File: src/logic/idp_pkg.sv
// Constants and carriers for the indirect parameter port.
// Assumes one system clock and a synchronous active-high reset.
package idp_pkg;
  localparam int ADDR_W = 16;
  localparam int DATA_W = 14;
  localparam int MEM_DEPTH = 40;
  // Host-side register numbers of the two conduit registers and the function selector
  localparam logic [7:0] SREG_CONDUIT_LOW = 8'hE5;
  localparam logic [7:0] SREG_CONDUIT_HIGH = 8'hE6;
  localparam logic [7:0] SREG_FUNC_SEL = 8'hE8;
  localparam logic [7:0] FUNC_SEL_RESET = 8'h00;
  // Function selector codes
  localparam logic [7:0] SEL_ADDR = 8'h00;
  localparam logic [7:0] SEL_DATA = 8'h01;
  localparam logic [7:0] SEL_TONE = 8'h02;
  // Parameter addresses
  localparam logic [15:0] PA_TX_FULL = 16'h0002;
  localparam logic [15:0] PA_DTMF_HIGH = 16'h0003;
  localparam logic [15:0] PA_DTMF_TWIST = 16'h0004;
  localparam logic [15:0] PA_USER_FREQ = 16'h0005;
  localparam logic [15:0] PA_PROGRESS = 16'h0006;
  localparam logic [15:0] PA_UDET1 = 16'h0007;
  localparam logic [15:0] PA_UDET2 = 16'h0008;
  localparam logic [15:0] PA_UDET3 = 16'h0009;
  localparam logic [15:0] PA_UDET4 = 16'h000A;
  localparam logic [15:0] PA_TONE_LEVEL = 16'h000B;
  localparam logic [15:0] PA_UDET_SENS = 16'h000E;
  localparam logic [15:0] PA_CAR_ON = 16'h0024;
  localparam logic [15:0] PA_CAR_OFF = 16'h0025;
  localparam logic [15:0] PA_ANS_ON = 16'h0026;
  localparam logic [15:0] PA_ANS_OFF = 16'h0027;
  // Parameter reset values
  localparam logic [13:0] RV_TX_FULL = 14'h1000;
  localparam logic [13:0] RV_DTMF_HIGH = 14'h1304;
  localparam logic [13:0] RV_DTMF_TWIST = 14'h0CCD;
  localparam logic [13:0] RV_USER_FREQ = 14'h005B;
  localparam logic [13:0] RV_PROGRESS = 14'h1000;
  localparam logic [13:0] RV_UDET_ODD = 14'h137B;
  localparam logic [13:0] RV_UDET_EVEN = 14'h0218;
  localparam logic [13:0] RV_TONE_LEVEL = 14'h0B50;
  localparam logic [13:0] RV_UDET_SENS = 14'h1000;
  localparam logic [13:0] RV_CAR_ON = 14'h0A3C;
  localparam logic [13:0] RV_CAR_OFF = 14'h0CE4;
  localparam logic [13:0] RV_ANS_ON = 14'h0043;
  localparam logic [13:0] RV_ANS_OFF = 14'h0025;
  // Step of 9600/512 Hz is 75 quarter-hertz
  localparam logic [6:0] FREQ_STEP_Q2 = 7'h4B;
  localparam logic [2:0] TONE_USER = 3'b110;
  // Status byte bit positions
  localparam int ST_AVAIL = 7;
  localparam int ST_DETECT = 6;
  // Detect control bit positions
  localparam int DC_SQUARE = 7;
  localparam int DC_NOCASCADE = 6;
  // Reported tone type codes
  localparam logic [4:0] TT_NONE = 5'h00;
  localparam logic [4:0] TT_ANSWER = 5'h01;
  localparam logic [4:0] TT_V23 = 5'h02;
  localparam logic [4:0] TT_DTMF = 5'h03;
  localparam logic [4:0] TT_USER1 = 5'h04;

  // Host access to one register number
  typedef struct packed {
    logic wr;
    logic rd;
    logic [7:0] sreg;
    logic [7:0] wdata;
  } idp_host_req_t;

  // Live parameter values handed to the signal path
  typedef struct packed {
    logic [13:0] tx_full_scale_level;
    logic [13:0] dtmf_high_tone_level;
    logic [13:0] dtmf_twist_ratio;
    logic [13:0] user_tx_tone_freq;
    logic [13:0] progress_detect_level;
    logic [13:0] user_detector_1_center;
    logic [13:0] user_detector_2_center;
    logic [13:0] user_detector_3_center;
    logic [13:0] user_detector_4_center;
    logic [13:0] tone_gen_level;
    logic [13:0] user_detector_sensitivity;
  } idp_params_t;
endpackage

File: src/logic/idp_port.sv
// Indirect parameter port: conduits, selector, parameter store, tone status.
// Assumes host accesses arrive as one-cycle strobes synchronous to clock.
`timescale 1ns/1ps
`default_nettype none
module idp_port (
  input wire logic clock,
  input wire logic rst,
  input wire logic ce,
  input wire idp_pkg::idp_host_req_t host_req,
  output logic [7:0] rd_data,
  output logic rd_valid,
  input wire logic on_hook,
  input wire logic command_mode,
  input wire logic dtmf_hit,
  input wire logic v23_hit,
  input wire logic [13:0] user_energy [4],
  input wire logic [13:0] progress_energy,
  input wire logic [13:0] carrier_level,
  input wire logic [13:0] answer_level,
  output idp_pkg::idp_params_t params,
  output logic [3:0] dtmf_digit,
  output logic [2:0] tone_type_field,
  output logic [13:0] gen_level,
  output logic [20:0] gen_freq_q2,
  output logic gen_user_tone,
  output logic square_enable,
  output logic cascade_disable,
  output logic progress_detect,
  output logic carrier_valid,
  output logic answer_valid,
  output logic write_refused
);
  logic [7:0] func_sel_reg;
  logic [15:0] param_addr_reg;
  logic [5:0] param_data_high_reg;
  logic [13:0] param_mem [idp_pkg::MEM_DEPTH];
  logic [7:0] tone_tx_control_reg;
  logic [7:0] detect_control_reg;
  logic data_avail_reg;
  logic [4:0] tone_type_reg;
  logic [4:0] tone_type_next;
  logic [3:0] user_hit;
  logic wr_low;
  logic wr_high;
  logic rd_low;
  logic addr_listed;
  logic commit;

  // Reset value of each parameter slot; unlisted slots read zero
  function automatic logic [13:0] default_of(input logic [15:0] a);
    logic [13:0] v;
    v = 14'h0000;
    if (a == idp_pkg::PA_TX_FULL) begin
      v = idp_pkg::RV_TX_FULL;
    end else if (a == idp_pkg::PA_DTMF_HIGH) begin
      v = idp_pkg::RV_DTMF_HIGH;
    end else if (a == idp_pkg::PA_DTMF_TWIST) begin
      v = idp_pkg::RV_DTMF_TWIST;
    end else if (a == idp_pkg::PA_USER_FREQ) begin
      v = idp_pkg::RV_USER_FREQ;
    end else if (a == idp_pkg::PA_PROGRESS) begin
      v = idp_pkg::RV_PROGRESS;
    end else if (a == idp_pkg::PA_UDET1 || a == idp_pkg::PA_UDET3) begin
      v = idp_pkg::RV_UDET_ODD;
    end else if (a == idp_pkg::PA_UDET2 || a == idp_pkg::PA_UDET4) begin
      v = idp_pkg::RV_UDET_EVEN;
    end else if (a == idp_pkg::PA_TONE_LEVEL) begin
      v = idp_pkg::RV_TONE_LEVEL;
    end else if (a == idp_pkg::PA_UDET_SENS) begin
      v = idp_pkg::RV_UDET_SENS;
    end else if (a == idp_pkg::PA_CAR_ON) begin
      v = idp_pkg::RV_CAR_ON;
    end else if (a == idp_pkg::PA_CAR_OFF) begin
      v = idp_pkg::RV_CAR_OFF;
    end else if (a == idp_pkg::PA_ANS_ON) begin
      v = idp_pkg::RV_ANS_ON;
    end else if (a == idp_pkg::PA_ANS_OFF) begin
      v = idp_pkg::RV_ANS_OFF;
    end
    return v;
  endfunction

  // True for the addresses the signal processor really decodes
  function automatic logic listed(input logic [15:0] a);
    return (a >= idp_pkg::PA_TX_FULL && a <= idp_pkg::PA_TONE_LEVEL) ||
           a == idp_pkg::PA_UDET_SENS ||
           (a >= idp_pkg::PA_CAR_ON && a <= idp_pkg::PA_ANS_OFF);
  endfunction

  // Host strobe decode
  assign wr_low = ce && host_req.wr && host_req.sreg == idp_pkg::SREG_CONDUIT_LOW;
  assign wr_high = ce && host_req.wr && host_req.sreg == idp_pkg::SREG_CONDUIT_HIGH;
  assign rd_low = ce && host_req.rd && host_req.sreg == idp_pkg::SREG_CONDUIT_LOW &&
                  func_sel_reg == idp_pkg::SEL_TONE;
  assign addr_listed = listed(param_addr_reg);
  assign commit = wr_low && func_sel_reg == idp_pkg::SEL_DATA;

  // Function selector register
  always_ff @(posedge clock) begin
    if (rst) begin
      func_sel_reg <= idp_pkg::FUNC_SEL_RESET;
    end else if (ce && host_req.wr && host_req.sreg == idp_pkg::SREG_FUNC_SEL) begin
      func_sel_reg <= host_req.wdata;
    end
  end

  // Address bytes, loaded in address mode
  always_ff @(posedge clock) begin
    if (rst) begin
      param_addr_reg <= 16'h0000;
    end else if (func_sel_reg == idp_pkg::SEL_ADDR) begin
      if (wr_low) begin
        param_addr_reg[7:0] <= host_req.wdata;
      end else if (wr_high) begin
        param_addr_reg[15:8] <= host_req.wdata;
      end
    end
  end

  // Upper data bits held until the low byte arrives
  always_ff @(posedge clock) begin
    if (rst) begin
      param_data_high_reg <= 6'h00;
    end else if (wr_high && func_sel_reg == idp_pkg::SEL_DATA) begin
      param_data_high_reg <= host_req.wdata[5:0];
    end
  end

  // Parameter store; commit only while on-hook in command mode
  always_ff @(posedge clock) begin
    if (rst) begin
      for (int i = 0; i < idp_pkg::MEM_DEPTH; i++) begin
        param_mem[i] <= default_of(16'(i));
      end
    end else if (commit && on_hook && command_mode && addr_listed) begin
      param_mem[param_addr_reg[5:0]] <= {param_data_high_reg, host_req.wdata};
    end
  end

  // Sticky flag for commits dropped by line state or bad address
  always_ff @(posedge clock) begin
    if (rst) begin
      write_refused <= 1'b0;
    end else if (commit && !(on_hook && command_mode && addr_listed)) begin
      write_refused <= 1'b1;
    end else if (ce && host_req.wr && host_req.sreg == idp_pkg::SREG_FUNC_SEL) begin
      write_refused <= 1'b0;
    end
  end

  // Tone transmit and detect control bytes
  always_ff @(posedge clock) begin
    if (rst) begin
      tone_tx_control_reg <= 8'h00;
      detect_control_reg <= 8'h00;
    end else if (func_sel_reg == idp_pkg::SEL_TONE) begin
      if (wr_low) begin
        tone_tx_control_reg <= {1'b0, host_req.wdata[6:0]};
      end else if (wr_high) begin
        detect_control_reg <= {host_req.wdata[7:6], 1'b0, host_req.wdata[4:0]};
      end
    end
  end

  // Parameter views for the signal path
  assign params.tx_full_scale_level = param_mem[idp_pkg::PA_TX_FULL[5:0]];
  assign params.dtmf_high_tone_level = param_mem[idp_pkg::PA_DTMF_HIGH[5:0]];
  assign params.dtmf_twist_ratio = param_mem[idp_pkg::PA_DTMF_TWIST[5:0]];
  assign params.user_tx_tone_freq = param_mem[idp_pkg::PA_USER_FREQ[5:0]];
  assign params.progress_detect_level = param_mem[idp_pkg::PA_PROGRESS[5:0]];
  assign params.user_detector_1_center = param_mem[idp_pkg::PA_UDET1[5:0]];
  assign params.user_detector_2_center = param_mem[idp_pkg::PA_UDET2[5:0]];
  assign params.user_detector_3_center = param_mem[idp_pkg::PA_UDET3[5:0]];
  assign params.user_detector_4_center = param_mem[idp_pkg::PA_UDET4[5:0]];
  assign params.tone_gen_level = param_mem[idp_pkg::PA_TONE_LEVEL[5:0]];
  assign params.user_detector_sensitivity = param_mem[idp_pkg::PA_UDET_SENS[5:0]];

  // Tone generator settings
  assign tone_type_field = tone_tx_control_reg[2:0];
  assign dtmf_digit = tone_tx_control_reg[6:3];
  assign square_enable = detect_control_reg[idp_pkg::DC_SQUARE];
  assign cascade_disable = detect_control_reg[idp_pkg::DC_NOCASCADE];

  // Generated amplitude and user tone frequency in quarter hertz
  always_ff @(posedge clock) begin
    if (rst) begin
      gen_level <= 14'h0000;
      gen_freq_q2 <= 21'h00_0000;
      gen_user_tone <= 1'b0;
    end else if (ce) begin
      gen_level <= params.tone_gen_level;
      gen_user_tone <= tone_type_field == idp_pkg::TONE_USER;
      gen_freq_q2 <= 21'(params.user_tx_tone_freq) * 21'(idp_pkg::FREQ_STEP_Q2);
    end
  end

  // Call progress energy against its threshold
  always_ff @(posedge clock) begin
    if (rst) begin
      progress_detect <= 1'b0;
    end else if (ce) begin
      progress_detect <= progress_energy >= params.progress_detect_level;
    end
  end

  // User detectors share one sensitivity threshold
  always_comb begin
    user_hit = 4'h0;
    for (int k = 0; k < 4; k++) begin
      user_hit[k] = user_energy[k] >= params.user_detector_sensitivity;
    end
  end

  // Priority encode the enabled detections
  always_comb begin
    tone_type_next = idp_pkg::TT_NONE;
    if (detect_control_reg[1] && answer_valid) begin
      tone_type_next = idp_pkg::TT_ANSWER;
    end else if (detect_control_reg[2] && v23_hit) begin
      tone_type_next = idp_pkg::TT_V23;
    end else if (detect_control_reg[0] && dtmf_hit) begin
      tone_type_next = idp_pkg::TT_DTMF;
    end else if (detect_control_reg[3] && user_hit[0]) begin
      tone_type_next = idp_pkg::TT_USER1;
    end else if (detect_control_reg[3] && user_hit[1]) begin
      tone_type_next = idp_pkg::TT_USER1 + 5'h01;
    end else if (detect_control_reg[4] && user_hit[2]) begin
      tone_type_next = idp_pkg::TT_USER1 + 5'h02;
    end else if (detect_control_reg[4] && user_hit[3]) begin
      tone_type_next = idp_pkg::TT_USER1 + 5'h03;
    end
  end

  // Latest result and its availability; a new result beats a read clear
  always_ff @(posedge clock) begin
    if (rst) begin
      tone_type_reg <= idp_pkg::TT_NONE;
      data_avail_reg <= 1'b0;
    end else if (ce) begin
      tone_type_reg <= tone_type_next;
      if (tone_type_next != tone_type_reg) begin
        data_avail_reg <= 1'b1;
      end else if (rd_low) begin
        data_avail_reg <= 1'b0;
      end
    end
  end

  // Read answer, one cycle after the strobe
  always_ff @(posedge clock) begin
    if (rst) begin
      rd_data <= 8'h00;
      rd_valid <= 1'b0;
    end else if (ce) begin
      rd_valid <= host_req.rd;
      if (host_req.rd && host_req.sreg == idp_pkg::SREG_FUNC_SEL) begin
        rd_data <= func_sel_reg;
      end else if (rd_low) begin
        rd_data <= {data_avail_reg, tone_type_reg != idp_pkg::TT_NONE, 1'b0,
                    tone_type_reg};
      end else begin
        rd_data <= 8'h00;
      end
    end else begin
      rd_valid <= 1'b0;
    end
  end

  // Carrier and answer level detectors
  idp_hyst u_carrier (
    .clock(clock),
    .rst(rst),
    .ce(ce),
    .level(carrier_level),
    .on_thr(param_mem[idp_pkg::PA_CAR_ON[5:0]]),
    .off_thr(param_mem[idp_pkg::PA_CAR_OFF[5:0]]),
    .valid(carrier_valid)
  );
  idp_hyst u_answer (
    .clock(clock),
    .rst(rst),
    .ce(ce),
    .level(answer_level),
    .on_thr(param_mem[idp_pkg::PA_ANS_ON[5:0]]),
    .off_thr(param_mem[idp_pkg::PA_ANS_OFF[5:0]]),
    .valid(answer_valid)
  );

  chk_addr_low_load: assert property (@(posedge clock) disable iff (rst)
    (wr_low && func_sel_reg == idp_pkg::SEL_ADDR) |=>
    param_addr_reg[7:0] == $past(host_req.wdata))
    else $error("address low byte not loaded");
  chk_addr_high_load: assert property (@(posedge clock) disable iff (rst)
    (wr_high && func_sel_reg == idp_pkg::SEL_ADDR) |=>
    param_addr_reg[15:8] == $past(host_req.wdata) && $stable(param_addr_reg[7:0]))
    else $error("address high byte not loaded");
  chk_data_high_six: assert property (@(posedge clock) disable iff (rst)
    (wr_high && func_sel_reg == idp_pkg::SEL_DATA) |=>
    param_data_high_reg == $past(host_req.wdata[5:0]) && $stable(param_addr_reg))
    else $error("data high bits not held");
  chk_data_commit: assert property (@(posedge clock) disable iff (rst)
    (commit && on_hook && command_mode && addr_listed) |=>
    param_mem[$past(param_addr_reg[5:0])] == {$past(param_data_high_reg),
    $past(host_req.wdata)})
    else $error("data word not committed to addressed parameter");
  chk_status_read: assert property (@(posedge clock) disable iff (rst)
    rd_low |=> rd_valid && rd_data[4:0] == $past(tone_type_reg) && !rd_data[5] &&
    rd_data[idp_pkg::ST_DETECT] == ($past(tone_type_reg) != idp_pkg::TT_NONE) &&
    rd_data[idp_pkg::ST_AVAIL] == $past(data_avail_reg))
    else $error("tone status read wrong");
  chk_prio_answer: assert property (@(posedge clock) disable iff (rst)
    (ce && detect_control_reg[1] && answer_valid) |=>
    tone_type_reg == idp_pkg::TT_ANSWER)
    else $error("answer tone not reported first");
  chk_user_freq: assert property (@(posedge clock) disable iff (rst)
    (ce && tone_type_field == idp_pkg::TONE_USER) |=> gen_user_tone &&
    gen_freq_q2 == 21'($past(params.user_tx_tone_freq)) * 21'(idp_pkg::FREQ_STEP_Q2))
    else $error("user tone frequency wrong");
  chk_tone_ctrl_write: assert property (@(posedge clock) disable iff (rst)
    (wr_low && func_sel_reg == idp_pkg::SEL_TONE) |=>
    tone_type_field == $past(host_req.wdata[2:0]) &&
    dtmf_digit == $past(host_req.wdata[6:3]))
    else $error("tone control byte not applied");
  chk_refuse_flag: assert property (@(posedge clock) disable iff (rst)
    (commit && !(on_hook && command_mode && addr_listed)) |=>
    write_refused && $stable(params))
    else $error("refused commit not flagged or store changed");
  chk_freeze_hold: assert property (@(posedge clock) disable iff (rst)
    !ce |=> $stable(func_sel_reg) && $stable(param_addr_reg) && !rd_valid)
    else $error("state moved while clock enable low");
  chk_detect_ctrl_write: assert property (@(posedge clock) disable iff (rst)
    (wr_high && func_sel_reg == idp_pkg::SEL_TONE) |=> !detect_control_reg[5] &&
    square_enable == $past(host_req.wdata[idp_pkg::DC_SQUARE]) &&
    cascade_disable == $past(host_req.wdata[idp_pkg::DC_NOCASCADE]))
    else $error("detect control byte not applied");
  chk_progress_level: assert property (@(posedge clock) disable iff (rst)
    ce |=> progress_detect == ($past(progress_energy) >= $past(params.progress_detect_level)))
    else $error("progress detect disagrees with threshold");
  chk_gen_level: assert property (@(posedge clock) disable iff (rst)
    ce |=> gen_level == $past(params.tone_gen_level))
    else $error("tone generation level not passed on");
  chk_avail_set: assert property (@(posedge clock) disable iff (rst)
    (ce && tone_type_next != tone_type_reg) |=> data_avail_reg)
    else $error("data available not raised on new result");
endmodule
`default_nettype wire

File: src/logic/idp_hyst.sv
// Level detector with separate on and off thresholds.
// Assumes level samples are synchronous to the clock.
`timescale 1ns/1ps
`default_nettype none
module idp_hyst (
  input wire logic clock,
  input wire logic rst,
  input wire logic ce,
  input wire logic [13:0] level,
  input wire logic [13:0] on_thr,
  input wire logic [13:0] off_thr,
  output logic valid
);
  // Turns on at on level, off only below off level
  always_ff @(posedge clock) begin
    if (rst) begin
      valid <= 1'b0;
    end else if (ce) begin
      if (!valid && level >= on_thr) begin
        valid <= 1'b1;
      end else if (valid && level < off_thr) begin
        valid <= 1'b0;
      end
    end
  end

  chk_hyst_turn_on: assert property (@(posedge clock) disable iff (rst)
    (ce && !valid && level >= on_thr) |=> valid)
    else $error("level detector missed on threshold");
  chk_hyst_turn_off: assert property (@(posedge clock) disable iff (rst)
    (ce && valid && level < off_thr) |=> !valid)
    else $error("level detector missed off threshold");
endmodule
`default_nettype wire

File: config.mk
export PLATFORM = sky130hd
export DESIGN_NAME = idp_port
export DESIGN_NICKNAME = d
export VERILOG_FILES = /design/src/logic/idp_pkg.sv /design/src/logic/idp_port.sv /design/src/logic/idp_hyst.sv
export SDC_FILE = /design/constraint.sdc
export NUM_CORES = 1
export LEC_CHECK = 0
export BUFFER_PORTS_ARGS = -buffer_cell sky130_fd_sc_hd__buf_2
export CORE_AREA = 2 2 206 208
export DETAILED_ROUTE_END_ITERATION = 8
export DIE_AREA = 0 0 208 210
export SLEW_MARGIN = 20
export SYNTH_ARGS = -nofsm -noshare
export SYNTH_HDL_FRONTEND = slang
export SYNTH_SLANG_ARGS = --single-unit
File: constraint.sdc
create_clock -name clock -period 5.02 [get_ports clock]
set_input_delay 0 -clock clock [delete_from_list [all_inputs] [get_ports clock]]
set_output_delay 0 -clock clock [all_outputs]
set_load 0.05 [all_outputs]
# Word level (Yosys, flattened, before mapping)
# Memories as Yosys holds them, arrays and structs flattened.
# Cells that the tools add are included.
word_totals:
  output_inout_bits: 212
  ramBits: 560
  romBits: 0
  input_bits: 123
  regBits: 99
  latchBits: 0
  n_memories: 1
memory_table:
  columns: ["memory", "words", "width", "rd", "rd_ports_with_merged_regs", "write_ports", "line", "source"]
  rows:
  - ["param_mem", 40, 14, 15, 0, 40, "idp_port.sv:36", "logic [13:0] param_mem [idp_pkg::MEM_DEPTH];"]
classes:
  n_mux: 36
  addsub: 0
  magnitude_cmp: 13
  bitwise: 2
  reduce_logical: 49
  n_shift: 0
  div_mod_pow: 0
  n_mul: 1
  n_eq_ne: 8
ops:
  columns: ["cell", "count"]
  rows:
  - ["14-bit two-way mux", 12]
  - ["14-bit >= comparator", 7]
  - ["1-bit logical AND", 29]
  - ["14-bit less-than comparator", 2]
  - ["8-bit equality test (second input constant)", 3]
  - ["14-bit by 7-bit multiplier with 21-bit output (second input constant)", 1]
  - ["3-bit two-way mux", 7]
  - ["16-bit by 4-bit equality test with 1-bit output (second input constant)", 1]
  - ["16-bit by 2-bit >= comparator with 1-bit output (second input constant)", 1]
  - ["16-bit by 6-bit >= comparator with 1-bit output (second input constant)", 1]
  - ["16-bit by 4-bit <= comparator with 1-bit output (second input constant)", 1]
  - ["16-bit by 6-bit <= comparator with 1-bit output (second input constant)", 1]
  - ["8-bit two-way mux", 2]
  - ["1-bit two-way mux", 14]
  - ["14-bit OR reduction", 1]
  - ["2-bit AND reduction", 5]
  - ["8-bit by 1-bit equality test with 1-bit output (second input constant)", 1]
  - ["8-bit by 2-bit equality test with 1-bit output (second input constant)", 1]
  - ["8-bit zero test", 1]
  - ["2-bit nonzero test", 4]
  - ["6-bit two-way mux", 1]
  - ["3-bit AND reduction", 2]
  - ["5-bit inequality test", 1]
  - ["5-bit nonzero test", 1]
  - ["other kinds (5)", 9]

# Logic depth before layout (Yosys ltp)
# An unclocked memory read counts as a cell.
depth:
  depth_word: 13
  depth_mapped: 16
  mapped_depth_nobuf: 16

# Modules after synthesis
# From an unflattened synthesis, not the netlist that was laid out.
hier_totals:
  cells_unflattened: 1498
  hier_area_um2: 16583.4
by_module_without_submodules:
  columns: ["mod", "area_each_um2", "cells_each", "instances"]
  rows:
  - ["idp_port", 15149.5, 1306, 1]
  - ["idp_hyst", 716.9, 96, 2]

# Worst setup path after synthesis
# Ideal clock, no wire load.
synth_path:
  path_type: "reg-to-reg"
  from: "memory param_mem[5][9]"
  to: "register gen_freq_q2[20]"
  path_stages_with_launch: 17
  arrival_ps: 4109
  synth_period_minus_slack_ps: 4240
  setup_time_ps: 132
  path_buffers: 0
  setup_slack_ps: 780
  cell_sequence: "edfxtp_1 ha_1 ha_1 fa_1 inv_1 fa_1 inv_1 ha_1 a21o_1 a21o_1 a21o_1 a32o_1 nor2_1 o21bai_1 a21o_1 a211oi_1 nor3_1"
synth_rtl:
  columns: ["item", "line", "source"]
  rows:
  - ["start, declared", "idp_port.sv:36", null]
  - ["end signal, assigned", "idp_port.sv:193", "gen_freq_q2 <= 21'(params.user_tx_tone_freq) * 21'(idp_pkg::FREQ_STEP_Q2);"]
  - ["end, declared", "idp_port.sv:24", "output logic [20:0] gen_freq_q2,"]

==> flow_results.xml <==
<?xml version="1.0" encoding="UTF-8"?>
<metrics>
  <group name="run_status">
    <metric name="run_status" unit="">completed</metric>
  </group>
  <group name="hold_path">
    <metric name="hp-class" unit="">input pin to flop</metric>
  </group>
  <group name="clock_network">
    <metric name="clkTransAtPathRegs" unit="ns">0.06</metric>
    <metric name="postCtsResizedCells" unit="">0</metric>
    <metric name="cts.sink_count" unit="">307</metric>
    <metric name="cts_tree" unit="">done</metric>
    <metric name="clockBufferDepth" unit="">3</metric>
    <metric name="cts_setup_buffers" unit="">0</metric>
    <metric name="clock-root-buffer" unit="">clkbuf_16</metric>
    <metric name="cts_max_level" unit="">2</metric>
    <metric name="clkLatencyLatePin" unit="ns">0.55</metric>
    <metric name="cts_buffers" unit="">37</metric>
    <metric name="cts.hold.buffers_added" unit="">12</metric>
  </group>
  <group name="global_routing">
    <metric name="initial_antenna_violation_count" unit="">2</metric>
    <metric name="wire_length_of_the_first_global_routing_pass" unit="um">71600</metric>
    <metric name="global_route.overflow_total" unit="">0</metric>
    <metric name="grt_max_degree" unit="">55</metric>
    <metric name="global_route.usage.total" unit="%">21.4</metric>
    <metric name="grt_pass1_vias" unit="">12200</metric>
  </group>
  <group name="worst_setup_path">
    <metric name="cpLargestDelayFamily" unit="">adder cells</metric>
    <metric name="cp_slowest_stage_delay" unit="ns">0.55</metric>
    <metric name="critPathMostFrequentCell" unit="">a21o_1</metric>
    <metric name="critical_path.n_buffers_inverters" unit="">2</metric>
    <metric name="path_cells" unit="">ha_1, ha_1, fa_1, inv_1, fa_1, inv_1, ha_1, a21o_1, a21o_1, a21o_1, a32o_1, nor2_1, o21bai_1, a21o_1, a211oi_1, nor3_1</metric>
    <metric name="cp-start-kind" unit="">flop</metric>
    <metric name="timing.critical_path.slowest_stage_cell" unit="">fa_1</metric>
    <metric name="criticalPathCategory" unit="">flop to flop</metric>
    <metric name="worstPathArrival" unit="ns">4.67</metric>
    <metric name="worstPathRequired" unit="ns">5.43</metric>
    <metric name="worst-r2r-setup-slack" unit="ns">0.75</metric>
    <metric name="cp_max_fo" unit="">5</metric>
    <metric name="end_kind" unit="">flop</metric>
  </group>
  <group name="drt">
    <metric name="route.vias.total" unit="">12100</metric>
    <metric name="remaining_drc_errors" unit="">0</metric>
    <metric name="antenna_left" unit="">0</metric>
    <metric name="post_drt_wl_per_cell" unit="um">19.9</metric>
    <metric name="drt_iter0_markers" unit="">623</metric>
    <metric name="number_of_iterations_in_the_first_detailed_routing_pass" unit="">5</metric>
    <metric name="detail_route.vias_per_cell" unit="">5.10</metric>
    <metric name="routed_wirelength" unit="um">47200</metric>
  </group>
  <group name="logic_synthesis">
    <metric name="netlist_area" unit="um^2">16400</metric>
    <metric name="ys_dominant_reg_cell" unit="">edfxtp_1</metric>
    <metric name="yosys_register_bits" unit="">307</metric>
    <metric name="post_synth.cell_area_avg" unit="um^2">11.2</metric>
    <metric name="synth_nets" unit="">1786</metric>
    <metric name="yosysUniqueCellTypes" unit="">67</metric>
    <metric name="yosys.area.top_type" unit="">edfxtp_1</metric>
    <metric name="syn_inst" unit="">1465</metric>
    <metric name="postSynth.asyncResetShare" unit="%">0</metric>
    <metric name="yosysWarnings" unit="">0</metric>
    <metric name="yosys.area.top_type_share" unit="%">38.4</metric>
    <metric name="synth.yosys.seq_area_share" unit="%">50.3</metric>
    <metric name="synth-edff-count" unit="">210</metric>
    <metric name="synth.area.top_cells" unit="">edfxtp_1 38%, ha_1 14%, dfxtp_1 12%</metric>
  </group>
  <group name="die">
    <metric name="floorplan.rows" unit="">75</metric>
    <metric name="dieWidth" unit="um">208</metric>
    <metric name="floorplan_die_height" unit="um">210</metric>
    <metric name="io_pins" unit="">335</metric>
    <metric name="die-area" unit="um^2">43700</metric>
    <metric name="floorplan.initialDensity" unit="%">39.5</metric>
    <metric name="core_area" unit="um^2">41500</metric>
  </group>
  <group name="placement">
    <metric name="placement.io_buffers" unit="">334</metric>
    <metric name="globalplace.congestion" unit="">0.861</metric>
    <metric name="dp_wirelength" unit="um">33200</metric>
  </group>
  <group name="job">
    <metric name="drv.max_cap_violation_count" unit="">0</metric>
  </group>
  <group name="pwr">
    <metric name="vdd.ir_drop.worst" unit="uV">269</metric>
    <metric name="pwr_density_cell" unit="nW/um^2">344</metric>
    <metric name="power.leakage" unit="uW">0.00895</metric>
    <metric name="fin_total_pwr" unit="uW">6870</metric>
  </group>
  <group name="cells_and_area">
    <metric name="drive_gt1_share" unit="%">22.7</metric>
    <metric name="multi_input_area" unit="um^2">7320</metric>
    <metric name="layout-area-overhead-vs-synth" unit="%">21.8</metric>
    <metric name="layout.area.seq" unit="um^2">8250</metric>
    <metric name="layout.nets" unit="">2119</metric>
    <metric name="fill_cells" unit="">3808</metric>
    <metric name="final_cell_mix" unit="">333 x buf_2, 210 x edfxtp_1, 179 x ha_1, 151 x inv_1, 142 x and2_1</metric>
    <metric name="most_common_cell_after_layout_fill_and_taps_aside" unit="">buf_2</metric>
    <metric name="largest_register_ff_count" unit="">210</metric>
  </group>
  <group name="sta">
    <metric name="worst_slew_pin_slew" unit="ns">1.14</metric>
    <metric name="finalCritPeriodShare" unit="%">85.0</metric>
    <metric name="shortest_clock_period_the_worst_path_allows_after_layout" unit="ns">4.27</metric>
    <metric name="setup-violations-final" unit="">0</metric>
    <metric name="hold_viol_final" unit="">0</metric>
    <metric name="unrepaired_setup_endpoints_after_global_routing" unit="">false</metric>
    <metric name="worst_slew_margin_rel" unit="%">23.6</metric>
    <metric name="max_clock_freq" unit="GHz">0.234</metric>
    <metric name="finalClockSkew" unit="ns">0.0156</metric>
    <metric name="fin_setup_tns" unit="ns">0</metric>
    <metric name="final_max_slew_viol_count" unit="">0</metric>
  </group>
</metrics>
cells by family after synthesis:
group | Yosys count | share of synthesized area, %
AOI/OAI and AO/OA | 195 | 7.85
xor gates and xnor gates | 16 | 0.854
muxes | 74 | 4.52
adders and majority gates | 198 | 16.0
buffers and inverters | 218 | 5.13
and+or+nand+nor | 457 | 15.4
DFF | 307 | 50.3
report_power, final:
part,internal [uW],switching (uW)
logic,410,820
clock network,1690,1090
registers,2800,56.5
layout make-up:
type	instances	share of cell area, %
Antenna cell	3	0.0376
Clock buffer	50	5.09
Clock inverter	17	1.20
Inverter	152	2.86
Multi-Input combinational cell	940	36.6
Sequential cell	307	41.3
Tap cell	539	3.38
Timing Repair Buffer	360	9.51
layer usage:
layer  global-route usage (%)  vias to the layer above  wire (um)
met5                        0                        -          0
met4                     5.58                        0        986
met3                     6.14                       71       3870
met2                     35.3                      373      22100
met1                     27.8                     5826      20200
li1                         -                     5815          -
worst paths after layout:
path                                      start                      endpoint  cells after the start
setup reg to reg  param_mem[5][9]$_SDFFCE_PN0P_  gen_freq_q2[20]$_SDFFE_PP0P_                     16
hold / removal                     host_req[10]       rd_data[6]$_SDFFE_PP0P_                      5
hold reg to reg      gen_user_tone$_SDFFE_PP0P_    gen_user_tone$_SDFFE_PP0P_                      2
setup / recovery  param_mem[5][9]$_SDFFCE_PN0P_  gen_freq_q2[20]$_SDFFE_PP0P_                     16
synthesized netlist by cell type (5+ instances only):
cell       instances
edfxtp_1         210
ha_1             179
inv_1            151
and2_1           142
nor2_1           122
dfxtp_1           97
mux2i_1           74
clkbuf_1          58
or3_1             50
o21ai_0           42
a21oi_1           41
nand2_1           38
nand2b_1          26
a21o_1            24
fa_1              19
o21a_1            15
a211oi_1          10
nand3_1           10
nor3_1            10
and3_1             9
nor2b_1            9
xnor2_1            8
xor2_1             8
a31oi_1            7
o211ai_1           7
a22oi_1            6
o31ai_1            6
a2111oi_0          5
a211o_1            5
nor4_1             5
o21bai_1           5
or2_2              5
metrics by stage:
stage | setup slack, ns | utilization [%] | hold slack, ns | cells | cell area (um^2)
6_report | 0.754 | 48.2 | 0.0261 | 2368 | 20000
3_3_place_gp | 0.810 | 44.8 | 0.312 | 2286 | 18600
4_1_cts | 0.750 | 48.1 | 0.000897 | 2365 | 20000
2_1_floorplan | 0.780 | - | 0.138 | 1465 | 16400
3_5_place_dp | 0.757 | 44.8 | 0.312 | 2286 | 18600
5_1_grt | 0.531 | 48.1 | 0.0455 | 2365 | 20000
worst min-delay path, cell delays in order:
cell and delay [ns]:
buf_2 0.08, nor2_1 0.03, and3_1 0.23, nand3_1 0.10, a311oi_1 0.08
Note: power is estimated with default switching activity, not from simulation.
